`src/logic/rapi_consts.svh`:
```
// constants for the radio api frame ends
`ifndef RAPI_CONSTS_SVH
`define RAPI_CONSTS_SVH
`define RAPI_START        8'h7E
`define RAPI_T_TX16       8'h01
`define RAPI_T_TX64       8'h00
`define RAPI_T_STAT       8'h89
`define RAPI_T_RX64       8'h80
`define RAPI_T_RX16       8'h81
`define RAPI_BCAST16      16'hFFFF
`define RAPI_OPT_NOACK    8'h01
`define RAPI_OPT_BPAN     8'h04
`define RAPI_OPT_MASK     8'h05
`define RAPI_RXO_ABC      8'h02
`define RAPI_RXO_PBC      8'h04
`define RAPI_RXO_MASK     8'h06
`define RAPI_MAX_TX16     8'h74
`define RAPI_MAX_RX64     8'h6E
`define RAPI_MAX_RX16     8'h74
`define RAPI_ST_OK        8'h00
`define RAPI_ST_NOACK     8'h01
`define RAPI_ST_CCA       8'h02
`define RAPI_ST_PURGE     8'h03
`define RAPI_ST_NACK      8'h21
`define RAPI_ST_NOJOIN    8'h22
`define RAPI_ST_INTERR    8'h31
`define RAPI_ST_NORES     8'h32
`define RAPI_ST_BIG       8'h74
`define RAPI_RETRIES      4'h3
`define RAPI_HDR_TX16     8'h05
`define RAPI_HDR_RX64     8'h0B
`define RAPI_HDR_RX16     8'h05
`define RAPI_STAT_LEN     8'h03
`define RAPI_FF           8'hFF
`define RAPI_IX_TYPE      8'h00
`define RAPI_IX_FID       8'h01
`define RAPI_IX_DMSB      8'h02
`define RAPI_IX_DLSB      8'h03
`define RAPI_IX_OPT       8'h04
`define RAPI_RSSI_RX64    8'h09
`define RAPI_RSSI_RX16    8'h03
`endif

```
`src/logic/rapi_pkg.sv`:
```
// types shared by the radio api frame ends
package rapi_pkg;
	typedef logic [7:0] rapi_byte_t;
	typedef enum logic [1:0] {
		RAPI_RES_OK,
		RAPI_RES_NOACK,
		RAPI_RES_CCA,
		RAPI_RES_OTHER
	} rapi_res_e;
endpackage : rapi_pkg

```
`src/logic/rapi_if.sv`:
```
// serial byte link between host and radio module
`timescale 1ns/10ps
interface rapi_if;
	logic [7:0] h2d_data;
	logic       h2d_valid;
	logic [7:0] d2h_data;
	logic       d2h_valid;
	modport host (output h2d_data, output h2d_valid,
		input d2h_data, input d2h_valid);
	modport dev (input h2d_data, input h2d_valid,
		output d2h_data, output d2h_valid);
endinterface : rapi_if

```
`src/logic/rapi_dev.sv`:
```
// radio side: parses tx requests, emits status and receive frames
`timescale 1ns/10ps
`include "rapi_consts.svh"
module rapi_dev
	import rapi_pkg::*;
(
	input  wire logic  CLK,
	input  wire logic  RST_N,
	rapi_if.dev        LINK,
	output logic       TX_REQ,
	output logic [15:0] TX_DEST,
	output logic       TX_NOACK,
	output logic       TX_BPAN,
	output logic [7:0] TX_LEN,
	output logic [7:0] TX_DATA,
	output logic       TX_DATA_VLD,
	input  wire logic  TX_DONE,
	input  wire rapi_res_e TX_RES,
	input  wire logic [7:0] TX_OTHER_CODE,
	output logic       TX_BUSY,
	input  wire logic  RX_START,
	input  wire logic  RX_LONG,
	input  wire logic [63:0] RX_SRC,
	input  wire logic [7:0] RX_RSSI,
	input  wire logic [7:0] RX_OPT,
	input  wire logic [7:0] RX_LEN,
	input  wire logic [7:0] RX_DATA,
	output logic       RX_DATA_REQ,
	output logic       RX_BUSY
);
	typedef enum logic [2:0] {I_IDLE, I_LEN1, I_LEN2, I_BODY, I_SUM}
		rapi_in_e;
	typedef enum logic [1:0] {O_IDLE, O_HDR, O_PAY, O_SUM} rapi_out_e;
	typedef struct packed {
		rapi_in_e   ist;
		logic [7:0] ilen;
		logic [7:0] icnt;
		logic [7:0] isum;
		logic [7:0] itype;
		logic [7:0] fid;
		logic [15:0] dest;
		logic [7:0] opt;
		logic       bad;
		logic       tx_req;
		logic       tx_vld;
		logic [7:0] tx_data;
		logic       tx_busy;
		logic       bcast;
		logic       st_pend;
		logic [7:0] st_code;
		rapi_out_e  ost;
		logic       o_stat;
		logic [7:0] ocnt;
		logic [7:0] olen;
		logic [7:0] osum;
		logic [7:0] odata;
		logic       ovld;
		logic       rx_req;
		logic       rx_busy;
		logic [7:0] rx_plen;
		logic [7:0] tx_len;
		logic       rx_long;
	} rapi_dst_s;
	rapi_dst_s s_ff, nxt_s;

	// receive header byte count: type, source, rssi, options
	function automatic logic [7:0] hdr_len(input logic lng);
		hdr_len = lng ? `RAPI_HDR_RX64 : `RAPI_HDR_RX16;
	endfunction : hdr_len

	// header byte of outgoing frame at body index i
	function automatic logic [7:0] out_hdr(input rapi_dst_s s,
		input logic lng, input logic [7:0] i);
		logic [7:0] rssi_i;
		out_hdr = 8'h00;
		rssi_i = lng ? `RAPI_RSSI_RX64 : `RAPI_RSSI_RX16;
		if (s.o_stat) begin
			unique case (i)
				`RAPI_IX_TYPE: out_hdr = `RAPI_T_STAT;
				`RAPI_IX_FID: out_hdr = s.fid;
				default: out_hdr = s.st_code;
			endcase
		end else if (i == 8'h00) begin
			out_hdr = lng ? `RAPI_T_RX64 : `RAPI_T_RX16;
		end else if (i < rssi_i) begin
			out_hdr = RX_SRC[8'(rssi_i - i - 8'h01) * 8 +: 8];
		end else if (i == rssi_i) begin
			out_hdr = RX_RSSI;
		end else begin
			out_hdr = RX_OPT & `RAPI_RXO_MASK;
		end
	endfunction : out_hdr

	logic [7:0] b;

	// next state of parser, status reporter and output framer
	always_comb begin
		nxt_s = s_ff;
		b = LINK.h2d_data;
		nxt_s.tx_req = 1'b0;
		nxt_s.tx_vld = 1'b0;
		nxt_s.ovld = 1'b0;
		nxt_s.rx_req = 1'b0;
		// inbound frame parse
		if (LINK.h2d_valid) begin
			unique case (s_ff.ist)
				I_IDLE: if (b == `RAPI_START) nxt_s.ist = I_LEN1;
				I_LEN1: nxt_s.ist = I_LEN2;
				I_LEN2: begin
					nxt_s.ilen = b;
					nxt_s.tx_len = 8'(b - `RAPI_HDR_TX16);
					nxt_s.icnt = 8'h00;
					nxt_s.isum = 8'h00;
					nxt_s.bad = s_ff.tx_busy;
					nxt_s.ist = (b == 8'h00) ? I_IDLE : I_BODY;
				end
				I_BODY: begin
					nxt_s.isum = 8'(s_ff.isum + b);
					nxt_s.icnt = 8'(s_ff.icnt + 8'h01);
					unique case (s_ff.icnt)
						`RAPI_IX_TYPE: begin
							nxt_s.itype = b;
							if (b != `RAPI_T_TX16) nxt_s.bad = 1'b1;
						end
						`RAPI_IX_FID: nxt_s.fid = b;
						`RAPI_IX_DMSB: nxt_s.dest[15:8] = b;
						`RAPI_IX_DLSB: nxt_s.dest[7:0] = b;
						`RAPI_IX_OPT: nxt_s.opt = b & `RAPI_OPT_MASK;
						default: begin
							nxt_s.tx_vld = ~s_ff.bad;
							nxt_s.tx_data = b;
						end
					endcase
					if (8'(s_ff.icnt + 8'h01) == s_ff.ilen) nxt_s.ist = I_SUM;
				end
				I_SUM: begin
					nxt_s.ist = I_IDLE;
					if (8'(s_ff.isum + b) == `RAPI_FF && !s_ff.bad) begin
						nxt_s.bcast = (s_ff.dest == `RAPI_BCAST16);
						if (8'(s_ff.ilen - `RAPI_HDR_TX16) >
							`RAPI_MAX_TX16) begin
							nxt_s.st_code = `RAPI_ST_BIG;
							nxt_s.st_pend = (s_ff.fid != 8'h00);
						end else begin
							nxt_s.tx_req = 1'b1;
							nxt_s.tx_busy = 1'b1;
						end
					end
				end
				default: nxt_s.ist = I_IDLE;
			endcase
		end
		// radio finished the request: choose status code
		if (s_ff.tx_busy && TX_DONE) begin
			nxt_s.tx_busy = 1'b0;
			nxt_s.st_pend = (s_ff.fid != 8'h00);
			unique case (TX_RES)
				RAPI_RES_OK: nxt_s.st_code = `RAPI_ST_OK;
				RAPI_RES_NOACK: nxt_s.st_code = s_ff.bcast ?
					`RAPI_ST_OK : `RAPI_ST_NOACK;
				RAPI_RES_CCA: nxt_s.st_code = `RAPI_ST_CCA;
				RAPI_RES_OTHER: nxt_s.st_code = (s_ff.bcast &&
					TX_OTHER_CODE == `RAPI_ST_NACK) ?
					`RAPI_ST_OK : TX_OTHER_CODE;
			endcase
		end
		// outbound framer, status frames first
		unique case (s_ff.ost)
			O_IDLE: begin
				if (s_ff.st_pend) begin
					nxt_s.o_stat = 1'b1;
					nxt_s.st_pend = 1'b0;
					nxt_s.olen = `RAPI_STAT_LEN;
				end else if (RX_START) begin
					nxt_s.o_stat = 1'b0;
					nxt_s.rx_busy = 1'b1;
					nxt_s.rx_long = RX_LONG;
					nxt_s.rx_plen = RX_LEN > (RX_LONG ? `RAPI_MAX_RX64 :
						`RAPI_MAX_RX16) ? (RX_LONG ? `RAPI_MAX_RX64 :
						`RAPI_MAX_RX16) : RX_LEN;
					nxt_s.olen = 8'(hdr_len(RX_LONG) + nxt_s.rx_plen);
				end
				if (s_ff.st_pend || RX_START) begin
					nxt_s.odata = `RAPI_START;
					nxt_s.ovld = 1'b1;
					nxt_s.ocnt = 8'h00;
					nxt_s.osum = 8'h00;
					nxt_s.ost = O_HDR;
				end
			end
			O_HDR: begin
				nxt_s.ovld = 1'b1;
				nxt_s.ocnt = 8'(s_ff.ocnt + 8'h01);
				if (s_ff.ocnt == 8'h00) nxt_s.odata = 8'h00;
				else if (s_ff.ocnt == 8'h01) nxt_s.odata = s_ff.olen;
				else begin
					nxt_s.odata = out_hdr(s_ff, s_ff.rx_long,
						8'(s_ff.ocnt - 8'h02));
					nxt_s.osum = 8'(s_ff.osum + nxt_s.odata);
				end
				if (8'(s_ff.ocnt - 8'h01) == s_ff.olen - (s_ff.o_stat ?
					8'h00 : s_ff.rx_plen)) begin
					nxt_s.ost = (s_ff.o_stat || s_ff.rx_plen == 8'h00) ?
						O_SUM : O_PAY;
					nxt_s.rx_req = ~nxt_s.o_stat && s_ff.rx_plen != 8'h00;
				end
			end
			O_PAY: begin
				nxt_s.ovld = 1'b1;
				nxt_s.odata = RX_DATA;
				nxt_s.osum = 8'(s_ff.osum + RX_DATA);
				nxt_s.ocnt = 8'(s_ff.ocnt + 8'h01);
				nxt_s.rx_req = 8'(s_ff.ocnt - 8'h01) != s_ff.olen;
				if (8'(s_ff.ocnt - 8'h01) == s_ff.olen) nxt_s.ost = O_SUM;
			end
			O_SUM: begin
				nxt_s.ovld = 1'b1;
				nxt_s.odata = 8'(`RAPI_FF - s_ff.osum);
				nxt_s.rx_busy = 1'b0;
				nxt_s.ost = O_IDLE;
			end
		endcase
	end

	// state register
	always_ff @(posedge CLK) begin
		if (!RST_N) begin
			s_ff <= '0;
		end else begin
			s_ff <= nxt_s;
		end
	end

	assign LINK.d2h_data = s_ff.odata;
	assign LINK.d2h_valid = s_ff.ovld;
	assign TX_REQ = s_ff.tx_req;
	assign TX_DEST = s_ff.dest;
	assign TX_NOACK = s_ff.opt[0];
	assign TX_BPAN = s_ff.opt[2];
	assign TX_LEN = s_ff.tx_len;
	assign TX_DATA = s_ff.tx_data;
	assign TX_DATA_VLD = s_ff.tx_vld;
	assign TX_BUSY = s_ff.tx_busy;
	assign RX_DATA_REQ = s_ff.rx_req;
	assign RX_BUSY = s_ff.rx_busy;
endmodule : rapi_dev

```
`src/flat_wrapper.sv`:
```
// flat-port wrapper written by rule: the top's interface ports become plain ports
module rapi_dev_flat import rapi_pkg::*;
  (CLK, RST_N, TX_REQ, TX_DEST, TX_NOACK, TX_BPAN, TX_LEN, TX_DATA, TX_DATA_VLD, TX_DONE, TX_RES, TX_OTHER_CODE, TX_BUSY, RX_START, RX_LONG, RX_SRC, RX_RSSI, RX_OPT, RX_LEN, RX_DATA, RX_DATA_REQ, RX_BUSY, LINK_h2d_data, LINK_h2d_valid, LINK_d2h_data, LINK_d2h_valid);
  rapi_if LINK_i ();
  input  wire logic CLK;
  input  wire logic RST_N;
  output logic TX_REQ;
  output logic [15:0] TX_DEST;
  output logic TX_NOACK;
  output logic TX_BPAN;
  output logic [7:0] TX_LEN;
  output logic [7:0] TX_DATA;
  output logic TX_DATA_VLD;
  input  wire logic TX_DONE;
  input  wire rapi_res_e TX_RES;
  input  wire logic [7:0] TX_OTHER_CODE;
  output logic TX_BUSY;
  input  wire logic RX_START;
  input  wire logic RX_LONG;
  input  wire logic [63:0] RX_SRC;
  input  wire logic [7:0] RX_RSSI;
  input  wire logic [7:0] RX_OPT;
  input  wire logic [7:0] RX_LEN;
  input  wire logic [7:0] RX_DATA;
  output logic RX_DATA_REQ;
  output logic RX_BUSY;
  input wire logic [$bits(LINK_i.h2d_data)-1:0] LINK_h2d_data;
  input wire logic [$bits(LINK_i.h2d_valid)-1:0] LINK_h2d_valid;
  output wire logic [$bits(LINK_i.d2h_data)-1:0] LINK_d2h_data;
  output wire logic [$bits(LINK_i.d2h_valid)-1:0] LINK_d2h_valid;
  assign LINK_i.h2d_data = LINK_h2d_data;
  assign LINK_i.h2d_valid = LINK_h2d_valid;
  assign LINK_d2h_data = LINK_i.d2h_data;
  assign LINK_d2h_valid = LINK_i.d2h_valid;
  rapi_dev u_core (.CLK(CLK), .RST_N(RST_N), .LINK(LINK_i), .TX_REQ(TX_REQ), .TX_DEST(TX_DEST), .TX_NOACK(TX_NOACK), .TX_BPAN(TX_BPAN), .TX_LEN(TX_LEN), .TX_DATA(TX_DATA), .TX_DATA_VLD(TX_DATA_VLD), .TX_DONE(TX_DONE), .TX_RES(TX_RES), .TX_OTHER_CODE(TX_OTHER_CODE), .TX_BUSY(TX_BUSY), .RX_START(RX_START), .RX_LONG(RX_LONG), .RX_SRC(RX_SRC), .RX_RSSI(RX_RSSI), .RX_OPT(RX_OPT), .RX_LEN(RX_LEN), .RX_DATA(RX_DATA), .RX_DATA_REQ(RX_DATA_REQ), .RX_BUSY(RX_BUSY));
endmodule
```
`config.mk`:
```
export PLATFORM = sky130hd
export DESIGN_NAME = rapi_dev_flat
export DESIGN_NICKNAME = d
export VERILOG_FILES = /design/src/logic/rapi_pkg.sv /design/src/logic/rapi_if.sv /design/src/logic/rapi_dev.sv /design/src/flat_wrapper.sv
export VERILOG_INCLUDE_DIRS = /design/src /design/src/logic
export SDC_FILE = /design/constraint.sdc
export NUM_CORES = 1
export LEC_CHECK = 0
export BUFFER_PORTS_ARGS = -buffer_cell sky130_fd_sc_hd__buf_4
export CORE_ASPECT_RATIO = 1.1
export CORE_UTILIZATION = 40
export DETAILED_ROUTE_END_ITERATION = 6
export SLEW_MARGIN = 20
export SYNTH_ARGS = -nofsm -noshare
export SYNTH_HDL_FRONTEND = slang
export SYNTH_SLANG_ARGS = --single-unit
```
`constraint.sdc`:
```
create_clock -name CLK -period 6.3 [get_ports CLK]
set_input_delay 1.575 -clock CLK [delete_from_list [all_inputs] [get_ports CLK]]
set_output_delay 1.575 -clock CLK [all_outputs]
set_load 0.02 [all_outputs]
```
; ---- After elaboration in Yosys (flattened, before gate mapping)
; Cells that the tools add are included.
[word_totals]
register_bits = 130
input_bits = 120
output_inout_bits = 48
[classes]
addsub = 14
n_lt_le_gt_ge = 3
n_eq_ne = 37
shifts = 1
n_mux = 56
bitwise_logic = 8
n_reduce_logical = 49
[op_table]
columns = cell, count
row1 = 8-bit two-way mux, 17
row2 = 64-bit by 12-bit variable part select with 8-bit output, 1
row3 = 9-bit two-way mux, 7
row4 = 8-bit logical NOT, 5
row5 = 9-bit one-hot mux with 4 select lines, 1
row6 = 8-bit adder, 4
row7 = 8-bit == test, 4
row8 = 16-bit one-hot mux with 2 select lines, 1
row9 = 8-bit one-hot mux with 2 select lines, 2
row10 = 8-bit one-hot mux with 4 select lines, 1
row11 = 3-bit AND reduction, 10
row12 = "8-bit by 1-bit == test with 1-bit output, second input constant", 3
row13 = 8-bit one-hot mux with 3 select lines, 1
row14 = 4-bit AND reduction, 5
row15 = 17-bit two-way mux, 1
row16 = "8-bit by 1-bit adder with 8-bit output, second input constant", 2
row17 = "16-bit == test, second input constant", 1
row18 = "8-bit by 2-bit == test with 1-bit output, second input constant", 2
row19 = 2-bit nonzero test, 8
row20 = 8-bit nonzero test, 2
row21 = "8-bit by 1-bit subtractor with 8-bit output, second input constant", 2
row22 = "8-bit by 3-bit subtractor with 8-bit output, second input constant", 2
row23 = 8-bit subtractor, 2
row24 = "2-bit by 1-bit inequality test with 1-bit output, second input constant", 6
row25 = other kinds (36), 78

; ---- Longest topological paths before layout
; Gate-level depths: netlist (run 1).
[depth]
depth_word = 14
mapped_depth = 24

; ---- Worst setup path before layout (run 1)
; OpenSTA, ideal clock, no wires.
[synth_path]
path_type = reg2reg
startpoint = reg u_core.s_ff[44] (netlist bit)
endpoint = reg u_core.s_ff[35] (netlist bit)
setup_time_ps = 115
t_arrival_ps = 4777
required_time_ps = 6185
slack_ps = 1408
stages_incl_launch_ff = 21
cell_sequence = dfxtp_1 -> clkbuf_1 -> buf_2 -> buf_2 -> inv_1 -> fa_1 -> buf_1 -> clkbuf_1 -> mux4_2 -> mux2_2 -> nand2_1 -> nand2_1 -> a221oi_1 -> a21oi_1 -> ha_1 -> a21oi_1 -> o21ai_0 -> o41ai_1 -> xnor2_1 -> xnor2_1 -> o21ai_2
[synth_between]
elab_chain_cells = 14
word_cells_on_any_way = 25
cone_classes = add/sub (4) / order compare (1) / eq/ne (5) / shift (1) / mux (11) / reduce/logical (3)
[synth_rtl]
columns = element, line
row1 = start: declaration, rapi_dev.sv:64  ; rapi_dst_s s_ff, nxt_s;
row2 = start signal: assignment, rapi_dev.sv:230  ; s_ff <= nxt_s;
row3 = 8-bit by 2-bit subtractor with 8-bit output, rapi_dev.sv:198  ; 8'(s_ff.ocnt - 8'h02));
row4 = 8-bit subtractor, rapi_dev.sv:86  ; out_hdr = RX_SRC[8'(rssi_i - i - 8'h01) * 8 +: 8];
row5 = 8-bit by 1-bit subtractor with 8-bit output, rapi_dev.sv:86
row6 = 64-bit by 12-bit variable part select with 8-bit output, rapi_dev.sv:86
row7 = 8-bit two-way mux, rapi_dev.sv:85  ; end else if (i < rssi_i) begin
row8 = 8-bit two-way mux, rapi_dev.sv:83  ; end else if (i == 8'h00) begin
row9 = 8-bit two-way mux, rapi_dev.sv:77  ; if (s.o_stat) begin
row10 = 8-bit two-way mux, rapi_dev.sv:195  ; else if (s_ff.ocnt == 8'h01) nxt_s.odata = s_ff.olen;
row11 = 8-bit two-way mux, rapi_dev.sv:194  ; if (s_ff.ocnt == 8'h00) nxt_s.odata = 8'h00;
row12 = 8-bit two-way mux, rapi_dev.sv:168  ; unique case (s_ff.ost)
row13 = 8-bit adder, rapi_dev.sv:199  ; nxt_s.osum = 8'(s_ff.osum + nxt_s.odata);
row14 = 8-bit two-way mux, rapi_dev.sv:195
row15 = 8-bit two-way mux, rapi_dev.sv:194
row16 = 8-bit one-hot mux with 3 select lines, rapi_dev.sv:168
; Several ways; a longest one is shown, not always the timed one. The select of a mux whose other input is x is not followed.
; A chain may end at the register's enable or synchronous reset.

; ---- Worst setup path in the final report (run 1)
[layout_path]
startpoint = reg u_core.s_ff[45] (netlist bit)
endpoint = reg u_core.s_ff[35] (netlist bit)
; Same word-level chain as after synthesis.

==> impl_metrics.py, run 1 <==
metrics = {
    "synthesis": {
        "syn_inst": 1075,
        "synth_fp_nets": 1250,
        "netlist_area_mm2": 0.00885,
        "async_flop_share_pct": 0,
        "synth.distinct_cells": 79,
        "synth_enable_flop_cells": 0,
        "ys_ff_latch": 130,
        "synth.most_common_cell": "dfxtp_1",
        "synth_top_area_cell": "dfxtp_1",
        "synth_area_leaders": "dfxtp_1 (29%), ha_1 (7.1%), a21oi_1 (4.7%)",
        "synth_top_cells_by_count": "dfxtp_1 (130), nand2_1 (105), nor2_1 (101)",
        "ys.flop_type": "dfxtp_1",
        "syn_avg_cell_area_um2": 8.24,
        "ys_seq_area_share_pct": 29.4,
        "synth_top_area_share_pct": 29.4,
        "synth-warning-count": 0,
    },
    "power_and_ir_drop": {
        "p_seq_share_pct": 28.9,
        "p_comb_share_pct": 40.0,
        "p_clk_share_pct": 31.0,
        "p_switching_mw": 1.23,
        "p_int_mw": 2.07,
        "ir_worst_vdd_uv": 214,
        "p_leak_nw": 4.35,
        "p_per_area_mw_per_mm2": 312,
        "switching_share_pct": 37.2,
    },
    "global_route": {
        "grt_use_total_pct": 23.1,
        "grt_pass1_wl_mm": 40.1,
        "grt_max_degree": 89,
        "grt_overflow": 0,
        "antenna_found_initial": 0,
        "grt_pass1_vias": 7477,
    },
    "run_status": {
        "status": "finished, final reports clean",
    },
    "clocking": {
        "cts-htree-levels": 4,
        "clock_sinks": 130,
        "cts_tree": "done",
        "cts_buffers": 17,
        "cts-resized-gates": 0,
        "post_cts_buffers": 0,
        "clockBufferDepth": 2,
        "hold_buffers": 0,
        "cts_root_buffer": "clkbuf_16",
        "path_clk_slew_ns": 0.07,
        "insertion_delay_ns": 0.43,
    },
    "worst_setup_path": {
        "rr_endpoint": "u_core.s_ff[35]$_SDFFE_PN0P_",
        "path_delay_family": "compound AO/OA/AOI/OAI gates",
        "cp-end-kind": "flop",
        "r2r-start": "u_core.s_ff[45]$_SDFFE_PN0P_",
        "worst_path_largest_cell_delay_ns": 0.55,
        "critPathBufInv": 1,
        "ff2ff_setup_slack_ns": 1.45,
        "cp_max_fo": 8,
        "crit_chain": "inv_1, ha_1, or2_2, a211oi_1, o21ai_2, or3_1, a22o_1, a21oi_1, a22oi_1, ha_1, a21o_1, a21oi_1, o21ai_0, o41ai_1, xnor2_1, xnor2_1, o21ai_2",
        "worstSetupPathType": "flop to flop",
        "crit_end": "u_core.s_ff[35]$_SDFFE_PN0P_",
        "cp.arrival_ns": 5.17,
        "worstPathRequired_ns": 6.62,
        "critical_path_depth": 17,
        "critPathLaunch": "u_core.s_ff[45]$_SDFFE_PN0P_",
        "reg2reg_depth": 17,
        "critPathLaunchType": "flop",
        "critPathSlowestCell": "dfxtp_1",
    },
    "finish": {
        "post-route-util_pct": 49.1,
        "drive_gt1_share_pct": 20.8,
        "syn_to_final_growth_pct": 19.2,
        "finalNonFillerCells": 1465,
        "nNetsFinal": 1337,
        "n_antenna_cell": 0,
    },
    "routing": {
        "drt_iter0_drc": 425,
        "via_count": 7911,
        "drt_first_pass_iters": 5,
        "drc": 0,
        "avgViaCountPerCell": 5.40,
        "wl_per_cell_um": 17.4,
        "wl_mm": 25.6,
        "antenna_left": 0,
    },
    "sta": {
        "rsz0062_at_grt": "false",
        "setup_ws_ns": 1.45,
        "setup-tns-final_ns": 0,
        "fin_skew_ns": 0.0148,
        "tightest_slew_ns": 1.02,
        "hold_violations": 0,
        "fin_crit_sh_pct": 77.0,
        "maxSlewViolCount": 0,
        "slew_headroom_pct": 31.7,
        "finalSetupViolCount": 0,
        "period_needed_ns": 4.85,
        "fmax_mhz": 206,
    },
    "floorplan": {
        "core_region_area_mm2": 0.0215,
        "initial_core_util_pct": 41.2,
        "ioPinCount": 168,
        "placementRows": 56,
        "die_x_um": 144,
        "die_h_um": 158,
        "dieArea_mm2": 0.0227,
    },
    "placed_design": {
        "gp_congestion": 0.836,
        "dp.cells": 1433,
        "dp_hpwl_mm": 19.0,
        "pre_cts_slack_ns": 1.50,
        "io_buffers": 161,
    },
    "flow_run": {
        "drv_cap": 0,
    },
    "worst_hold_path": {
        "worstHoldPathType": "flop to flop",
    },
}
[worst reg2reg max path, delay by kind of cell (launching register included)]
| kind | cells | cell delay [ns] |
|---|---|---|
| AO/OA/AOI/OAI | 10 | 2.24 |
| buffers and inverters | 1 | 0.22 |
| XOR/XNOR | 2 | 0.34 |
| AND/OR/NAND/NOR | 2 | 0.75 |
| adder cells (fa/ha/maj) | 2 | 0.64 |
| flip-flops | 1 | 0.55 |
[routing by layer]
metal / GRT usage, % / share of wire (%) / vias to the layer above
li1: - / - / 3992
met1: 28.7 / 45 / 3727
met2: 40.1 / 49 / 154
met3: 4.11 / 3.9 / 38
met4: 6.94 / 2.2 / 0
met5: 0 / 0 / -
[power by group through the flow]
| stage | clock (mW) | combinational, mW | sequential, mW |
|---|---|---|---|
| after global placement | 0 | 1.31 | 0.971 |
| after floorplan | 0 | 1.01 | 0.954 |
| after detailed placement | 0 | 1.32 | 0.970 |
| after CTS | 1.04 | 1.33 | 0.952 |
| after global routing | 1.08 | 1.46 | 0.961 |
| final | 1.02 | 1.32 | 0.952 |
[per-stage QoR]
stage	hold slack, ns	area (µm²)	power [mW]
detailed placement	0.448	9940	2.29
floorplan	0.423	8850	1.96
global placement	0.442	9940	2.28
finish	0.461	10600	3.29
global route	0.497	10600	3.50
CTS	0.464	10600	3.32
[placed cells by master (no fill, tap or decap), drive strengths merged, types with 14 or more instances in the layout]
master / count
buf: 167
dfxtp: 130
nand2: 105
nor2: 101
a21oi: 84
o21ai: 54
ha: 50
inv: 46
xnor2: 43
nand3: 39
nor3: 29
xor2: 23
a22oi: 20
clkbuf: 17
nor2b: 16
mux4: 16
nand4: 15
and2: 15
and3: 14
[logic make-up (layout without fill, tap and decap cells)]
| logic type | after synthesis | count (layout) | share of synthesized area, % |
|---|---|---|---|
| adder cells (fa/ha/maj) | 55 | 55 | 8.20 |
| AND/OR/NAND/NOR | 385 | 385 | 20.9 |
| XOR/XNOR | 70 | 70 | 7.56 |
| multiplexers | 38 | 38 | 6.70 |
| flip-flops | 130 | 130 | 29.4 |
| AO/OA/AOI/OAI | 262 | 262 | 19.7 |
| buffers and inverters | 135 | 235 | 7.56 |
[registers in the layout (all words and copies together), names as in the netlist]
signal / count
u_core.LINK.d2h_data: 8
u_core.LINK.d2h_valid: 1
u_core.RX_BUSY: 1
u_core.RX_DATA_REQ: 1
u_core.TX_BPAN: 1
u_core.TX_BUSY: 1
u_core.TX_DATA: 8
u_core.TX_DATA_VLD: 1
u_core.TX_DEST: 16
u_core.TX_LEN: 8
u_core.TX_NOACK: 1
u_core.TX_REQ: 1
u_core.s_ff: 82
[how the worst min path moves through the flow]
stage	from	to	slack (ns)	depth (start not counted)
floorplan	u_core.s_ff[76]$_SDFFE_PN0P_	u_core.TX_DATA_VLD$_SDFF_PP0_	0.42	1
global placement	u_core.TX_LEN[2]$_SDFFE_PN0P_	u_core.TX_LEN[2]$_SDFFE_PN0P_	0.44	2
detailed placement	u_core.TX_LEN[3]$_SDFFE_PN0P_	u_core.TX_LEN[3]$_SDFFE_PN0P_	0.45	2
CTS	u_core.TX_LEN[2]$_SDFFE_PN0P_	u_core.TX_LEN[2]$_SDFFE_PN0P_	0.46	2
global route	u_core.TX_DEST[12]$_SDFFE_PN0P_	u_core.TX_DEST[12]$_SDFFE_PN0P_	0.50	2
finish	u_core.TX_LEN[2]$_SDFFE_PN0P_	u_core.TX_LEN[2]$_SDFFE_PN0P_	0.46	2
[cell type report]
type | count | area, µm²
sequential | 130 | 2600
fill | 2159 | 11000
clock inverter | 15 | 185
clock buffer | 17 | 425
timing repair buffer | 167 | 1250
tap | 290 | 363
multi-input combinational | 810 | 5590
inverter | 36 | 135
(Power assumes the default switching activity.)
==> run 2, diff against run 1 <==
--- a/config.mk
+++ b/config.mk
@@ -6,6 +6,7 @@
 export SDC_FILE = /design/constraint.sdc
 export NUM_CORES = 1
 export LEC_CHECK = 0
+export ABC_AREA = 1
 export BUFFER_PORTS_ARGS = -buffer_cell sky130_fd_sc_hd__buf_4
 export CORE_ASPECT_RATIO = 1.1
 export CORE_UTILIZATION = 40
==> constraint.sdc (replaced) <==
create_clock -name CLK -period 5 [get_ports CLK]
set_input_delay 1.25 -clock CLK [delete_from_list [all_inputs] [get_ports CLK]]
set_output_delay 1.25 -clock CLK [all_outputs]
set_load 0.02 [all_outputs]
==> impl_metrics.py, run 2 <==
metrics = {
    "run_status": {
        "status": "finished, final reports clean",
    },
    "synthesis": {
        "synth-warning-count": 0,
        "netlist_area_mm2": 0.00902,
        "synth_compound_area_share_pct": 19.6,
        "synth.most_common_cell": "nand2_1",
        "synth_xor_area_share_pct": 3.87,
        "synth_enable_flop_cells": 0,
        "ys_ff_latch": 130,
        "syn_inst": 1347,
        "ys.flop_type": "dfxtp_1",
        "synth.distinct_cells": 52,
        "synth_top_family_by_area": "simple AND/OR/NAND/NOR gates",
        "synthSimpleGateAreaFrac_pct": 27.0,
        "syn_avg_cell_area_um2": 6.69,
        "async_flop_share_pct": 0,
        "synth_top_area_share_pct": 28.9,
        "ys_seq_area_share_pct": 28.9,
        "synth_top_cells_by_count": "nand2_1 (261), inv_1 (164), nor2_1 (132)",
        "synth_fp_nets": 1522,
        "synth_top_area_cell": "dfxtp_1",
        "synth_area_leaders": "dfxtp_1 (29%), nand2_1 (11%), o21ai_0 (7.3%)",
        "synth_fa_ha_area_share_pct": 8.05,
        "synthMuxAreaShare_pct": 0,
    },
    "clocking": {
        "clockBufferDepth": 2,
        "post_cts_buffers": 0,
        "hold_buffers": 0,
        "cts_root_buffer": "clkbuf_16",
        "cts_buffers": 17,
        "insertion_delay_ns": 0.43,
        "cts_tree": "done",
        "path_clk_slew_ns": 0.07,
        "cts-htree-levels": 4,
        "cts-resized-gates": 0,
        "clock_sinks": 130,
    },
    "finish": {
        "drive_gt1_share_pct": 16.5,
        "nNetsFinal": 1628,
        "layout_common_cells": "nand2_1 (261), buf_4 (167), inv_1 (164), nor2_1 (132), o21ai_0 (131)",
        "mostFrequentLayoutCell": "nand2_1",
        "syn_to_final_growth_pct": 19.0,
        "top_register": "u_core.s_ff",
        "largest_reg_flops": 82,
        "n_antenna_cell": 0,
    },
    "worst_setup_path": {
        "critPathSlowestCell": "fa_1",
        "cp-end-kind": "flop",
        "critPathLaunchType": "flop",
        "worstPathRequired_ns": 5.30,
        "reg2reg_depth": 29,
        "ff2ff_setup_slack_ns": 0.65,
        "path_delay_family": "adder cells",
        "critPathBufInv": 7,
        "worstSetupPathType": "flop to flop",
        "cp.arrival_ns": 4.65,
        "worst_path_largest_cell_delay_ns": 0.40,
        "cp_max_fo": 9,
        "rr_endpoint": "u_core.s_ff[34]$_SDFFE_PN0P_",
        "r2r-start": "u_core.s_ff[45]$_SDFFE_PN0P_",
    },
    "sta": {
        "maxSlewViolCount": 0,
        "rsz0062_at_grt": "false",
        "tightest_slew_ns": 0.815,
        "hold_violations": 0,
        "fin_crit_sh_pct": 87.1,
        "slew_headroom_pct": 45.0,
        "finalSetupViolCount": 0,
        "setup-tns-final_ns": 0,
        "fmax_mhz": 230,
        "fin_skew_ns": 0.0118,
        "period_needed_ns": 4.35,
        "holdWs_ns": 0.446,
    },
    "global_route": {
        "antenna_found_initial": 0,
        "grt_overflow": 0,
        "grt_pass1_vias": 8657,
        "grt_use_total_pct": 23.9,
        "grt_pass1_wl_mm": 44.3,
        "grt_max_degree": 46,
    },
    "routing": {
        "antenna_left": 0,
        "wl_per_cell_um": 15.5,
        "via_count": 8996,
        "drt_first_pass_iters": 5,
        "wl_mm": 27.3,
        "drt_iter0_drc": 417,
        "avgViaCountPerCell": 5.11,
        "drc": 0,
    },
    "placed_design": {
        "io_buffers": 161,
        "gp_congestion": 0.922,
        "dp_hpwl_mm": 20.8,
    },
    "floorplan": {
        "initial_core_util_pct": 40.8,
        "core_region_area_mm2": 0.0221,
        "die_x_um": 145,
        "ioPinCount": 168,
        "die_h_um": 159,
        "dieArea_mm2": 0.0231,
        "placementRows": 57,
    },
    "worst_hold_path": {
        "worstHoldPathType": "flop to flop",
        "min_from": "u_core.TX_DATA[6]$_SDFFE_PN0P_",
        "hold_path_depth": 2,
        "holdPathEnd": "u_core.TX_DATA[6]$_SDFFE_PN0P_",
    },
    "power_and_ir_drop": {
        "p_leak_nw": 4.97,
        "ir_worst_vdd_uv": 252,
        "p_per_area_mw_per_mm2": 406,
    },
    "flow_run": {
        "drv_cap": 0,
    },
}
-- run 2: changes by cell type in the layout (fill, tap and decap cells not counted), sizes merged, moves of 18 or more --
cell   delta
inv     +136
a22oi    -18
o21ai    +82
nand3    +33
o22ai    +19
xnor2    -29
a21oi    +37
nand2   +162
nor2     +42
-- run 2: layout make-up --
cell class	count	area, µm²
inverter	176	661
fill	2326	11400
multi-input combinational	961	5280
tap	295	369
timing repair buffer	167	1250
clock inverter	15	140
sequential	130	2600
clock buffer	17	425
-- run 2: report_power, final --
group	internal, mW	total, mW	switching [mW]
combinational	0.692	1.94	1.25
clock	0.657	1.21	0.549
sequential	1.13	1.22	0.0885
total	2.48	4.36	1.88
-- run 2: worst register-to-register path, delay by kind of cell (launching register included) --
family	cells	cell delay (ns)
compound gates	5	0.65
xor+xnor	1	0.14
fa+ha+maj	4	1.30
buf+inv	7	0.77
flops	1	0.39
simple gates	12	0.96
-- run 2: worst max-delay path by stage --
stage	depth (start not counted)	to	from	slack, ns
finish	29	u_core.s_ff[34]$_SDFFE_PN0P_	u_core.s_ff[45]$_SDFFE_PN0P_	0.65
global route	29	u_core.s_ff[34]$_SDFFE_PN0P_	u_core.s_ff[45]$_SDFFE_PN0P_	0.22
CTS	27	u_core.s_ff[34]$_SDFFE_PN0P_	u_core.s_ff[45]$_SDFFE_PN0P_	0.70
detailed placement	27	u_core.s_ff[34]$_SDFFE_PN0P_	u_core.s_ff[45]$_SDFFE_PN0P_	0.74
global placement	29	u_core.s_ff[34]$_SDFFE_PN0P_	u_core.s_ff[45]$_SDFFE_PN0P_	0.79
floorplan	24	u_core.s_ff[34]$_SDFFE_PN0P_	u_core.s_ff[44]$_SDFFE_PN0P_	1.14
-- run 2: cells by family after synthesis --
group                      after synthesis
xor gates and xnor gates                39
and+or+nand+nor                        545
adders and majority gates               55
buffers and inverters                  256
AOI/OAI and AO/OA                      322
DFF                                    130
-- run 2: through the flow --
| step | area [µm²] | utilization [%] | worst slack (ns) | cells | power [mW] |
|---|---|---|---|---|---|
| 2_1_floorplan | 9020 | - | 1.14 | 1347 | 2.65 |
| 3_3_place_gp | 10200 | 46.0 | 0.794 | 1729 | 3.15 |
| 3_5_place_dp | 10200 | 46.0 | 0.743 | 1729 | 3.16 |
| 4_1_cts | 10700 | 48.5 | 0.699 | 1761 | 4.37 |
| 5_1_grt | 10700 | 48.5 | 0.217 | 1761 | 4.69 |
| 6_report | 10700 | 48.5 | 0.646 | 1761 | 4.36 |
-- run 2: layer usage --
metal	vias up	wire length (µm)	GRT usage, %
met5	-	0	0
met4	0	563	7.42
met3	41	1180	3.47
met2	197	13900	43.3
met1	4124	11700	28.9
li1	4634	-	-
==> run 3, diff against run 2 <==
--- a/config.mk
+++ b/config.mk
@@ -9,8 +9,9 @@
 export ABC_AREA = 1
 export BUFFER_PORTS_ARGS = -buffer_cell sky130_fd_sc_hd__buf_4
 export CORE_ASPECT_RATIO = 1.1
-export CORE_UTILIZATION = 40
+export CORE_UTILIZATION = 45
 export DETAILED_ROUTE_END_ITERATION = 6
+export PLACE_DENSITY = 0.67
 export SLEW_MARGIN = 20
 export SYNTH_ARGS = -nofsm -noshare
 export SYNTH_HDL_FRONTEND = slang
==> impl_metrics.py, run 3 (same netlist as run 2, synthesis figures left out) <==
metrics = {
    "run_status": {
        "status": "finished, final reports clean",
    },
    "floorplan": {
        "core_region_area_mm2": 0.0194,
        "die_x_um": 137,
        "placementRows": 53,
        "die_h_um": 150,
        "dieArea_mm2": 0.0206,
        "ioPinCount": 168,
        "initial_core_util_pct": 46.6,
    },
    "placed_design": {
        "io_buffers": 161,
        "gp_congestion": 0.916,
        "pre_cts_slack_ns": 0.687,
        "dp_hpwl_mm": 20.3,
    },
    "finish": {
        "drive_gt1_share_pct": 16.4,
        "top_register": "u_core.s_ff",
        "post-route-util_pct": 55.3,
        "mostFrequentLayoutCell": "nand2_1",
        "layout_common_cells": "nand2_1 (261), buf_4 (168), inv_1 (164), nor2_1 (132), o21ai_0 (131)",
        "fill_cells": 1961,
        "nNetsFinal": 1629,
        "largest_reg_flops": 82,
        "n_antenna_cell": 0,
        "syn_to_final_growth_pct": 18.8,
    },
    "routing": {
        "via_count": 9095,
        "antenna_left": 0,
        "drt_iter0_drc": 611,
        "wl_mm": 26.6,
        "wl_per_cell_um": 15.5,
        "drt_first_pass_iters": 6,
        "avgViaCountPerCell": 5.31,
        "drc": 0,
    },
    "sta": {
        "holdWs_ns": 0.442,
        "setup-tns-final_ns": 0,
        "rsz0062_at_grt": "false",
        "setup_ws_ns": 0.583,
        "tightest_slew_ns": 0.697,
        "maxSlewViolCount": 0,
        "fmax_mhz": 226,
        "fin_crit_sh_pct": 88.3,
        "fin_skew_ns": 0.0124,
        "period_needed_ns": 4.42,
        "finalSetupViolCount": 0,
        "slew_headroom_pct": 52.9,
        "hold_violations": 0,
    },
    "clocking": {
        "path_clk_slew_ns": 0.06,
        "cts-resized-gates": 0,
        "hold_buffers": 0,
        "cts_buffers": 17,
        "insertion_delay_ns": 0.42,
        "clock_sinks": 130,
        "cts_tree": "done",
        "post_cts_buffers": 0,
        "cts-htree-levels": 4,
        "cts_root_buffer": "clkbuf_16",
        "clockBufferDepth": 2,
    },
    "global_route": {
        "grt_use_total_pct": 26.3,
        "grt_overflow": 0,
        "grt_pass1_wl_mm": 42.0,
        "grt_pass1_vias": 8461,
        "antenna_found_initial": 0,
        "grt_max_degree": 46,
    },
    "worst_setup_path": {
        "worstPathRequired_ns": 5.29,
        "rr_endpoint": "u_core.s_ff[34]$_SDFFE_PN0P_",
        "critPathLaunch": "u_core.s_ff[45]$_SDFFE_PN0P_",
        "reg2reg_depth": 28,
        "r2r-start": "u_core.s_ff[45]$_SDFFE_PN0P_",
        "ff2ff_setup_slack_ns": 0.58,
        "cp_max_fo": 9,
        "critPathLaunchType": "flop",
        "cp_common_cell": "nand2_1",
        "worst_path_largest_cell_delay_ns": 0.48,
        "critPathSlowestCell": "dfxtp_1",
        "crit_end": "u_core.s_ff[34]$_SDFFE_PN0P_",
        "worstSetupPathType": "flop to flop",
        "cp.arrival_ns": 4.71,
        "cp-end-kind": "flop",
    },
    "worst_hold_path": {
        "hold_path_depth": 2,
        "worstHoldPathType": "flop to flop",
    },
    "flow_run": {
        "drv_cap": 0,
    },
    "power_and_ir_drop": {
        "p_per_area_mw_per_mm2": 414,
        "p_leak_nw": 4.98,
        "ir_worst_vdd_uv": 389,
    },
}
run 3: worst min path at each step:
stage                              startpoint                              to
6_report       u_core.TX_DATA[6]$_SDFFE_PN0P_  u_core.TX_DATA[6]$_SDFFE_PN0P_
5_1_grt          u_core.s_ff[16]$_SDFFE_PN0P_    u_core.s_ff[16]$_SDFFE_PN0P_
3_3_place_gp   u_core.TX_DATA[2]$_SDFFE_PN0P_  u_core.TX_DATA[2]$_SDFFE_PN0P_
2_1_floorplan  u_core.TX_DATA[0]$_SDFFE_PN0P_  u_core.TX_DATA[0]$_SDFFE_PN0P_
4_1_cts        u_core.TX_DATA[5]$_SDFFE_PN0P_  u_core.TX_DATA[5]$_SDFFE_PN0P_
3_5_place_dp   u_core.TX_DATA[5]$_SDFFE_PN0P_  u_core.TX_DATA[5]$_SDFFE_PN0P_
run 3: worst max-delay path, delay by kind of cell (launching register included):
family / cells / cell delay (ns)
adder cells (fa/ha/maj): 4 / 1.29
AND/OR/NAND/NOR: 12 / 1.02
buffers and inverters: 6 / 0.67
AO/OA/AOI/OAI: 5 / 0.65
flip-flops: 1 / 0.48
XOR/XNOR: 1 / 0.17
run 3: per-layer routing:
metal | up-vias | track usage [%] | routed length [µm]
li1 | 4655 | - | -
met1 | 4176 | 32.3 | 11600
met2 | 226 | 46.9 | 13400
met3 | 38 | 4.28 | 1140
met4 | 0 | 7.25 | 454
met5 | - | 0 | 0
run 3: cell type report:
type                    instances  area [µm²]  area share [%]
well taps                     247         309            2.89
inverters                     176         661            6.17
multi-input cells             961        5280            49.3
clock inverters                12         158            1.47
clock buffers                  19         443            4.14
repair buffers                168        1260            11.8
flip-flops and latches        130        2600            24.3
run 3: metrics by stage:
stage	area (µm²)	std cells	power [mW]
2_1_floorplan	9020	1347	2.65
3_3_place_gp	10100	1682	3.13
3_5_place_dp	10100	1682	3.15
4_1_cts	10700	1713	4.44
5_1_grt	10700	1713	4.75
6_report	10700	1713	4.44
run 3: report_power, final:
group	internal, mW	switching [mW]	total (mW)
combinational	0.691	1.26	1.95
sequential	1.13	0.0901	1.22
clock	0.796	0.477	1.27
total	2.62	1.82	4.44
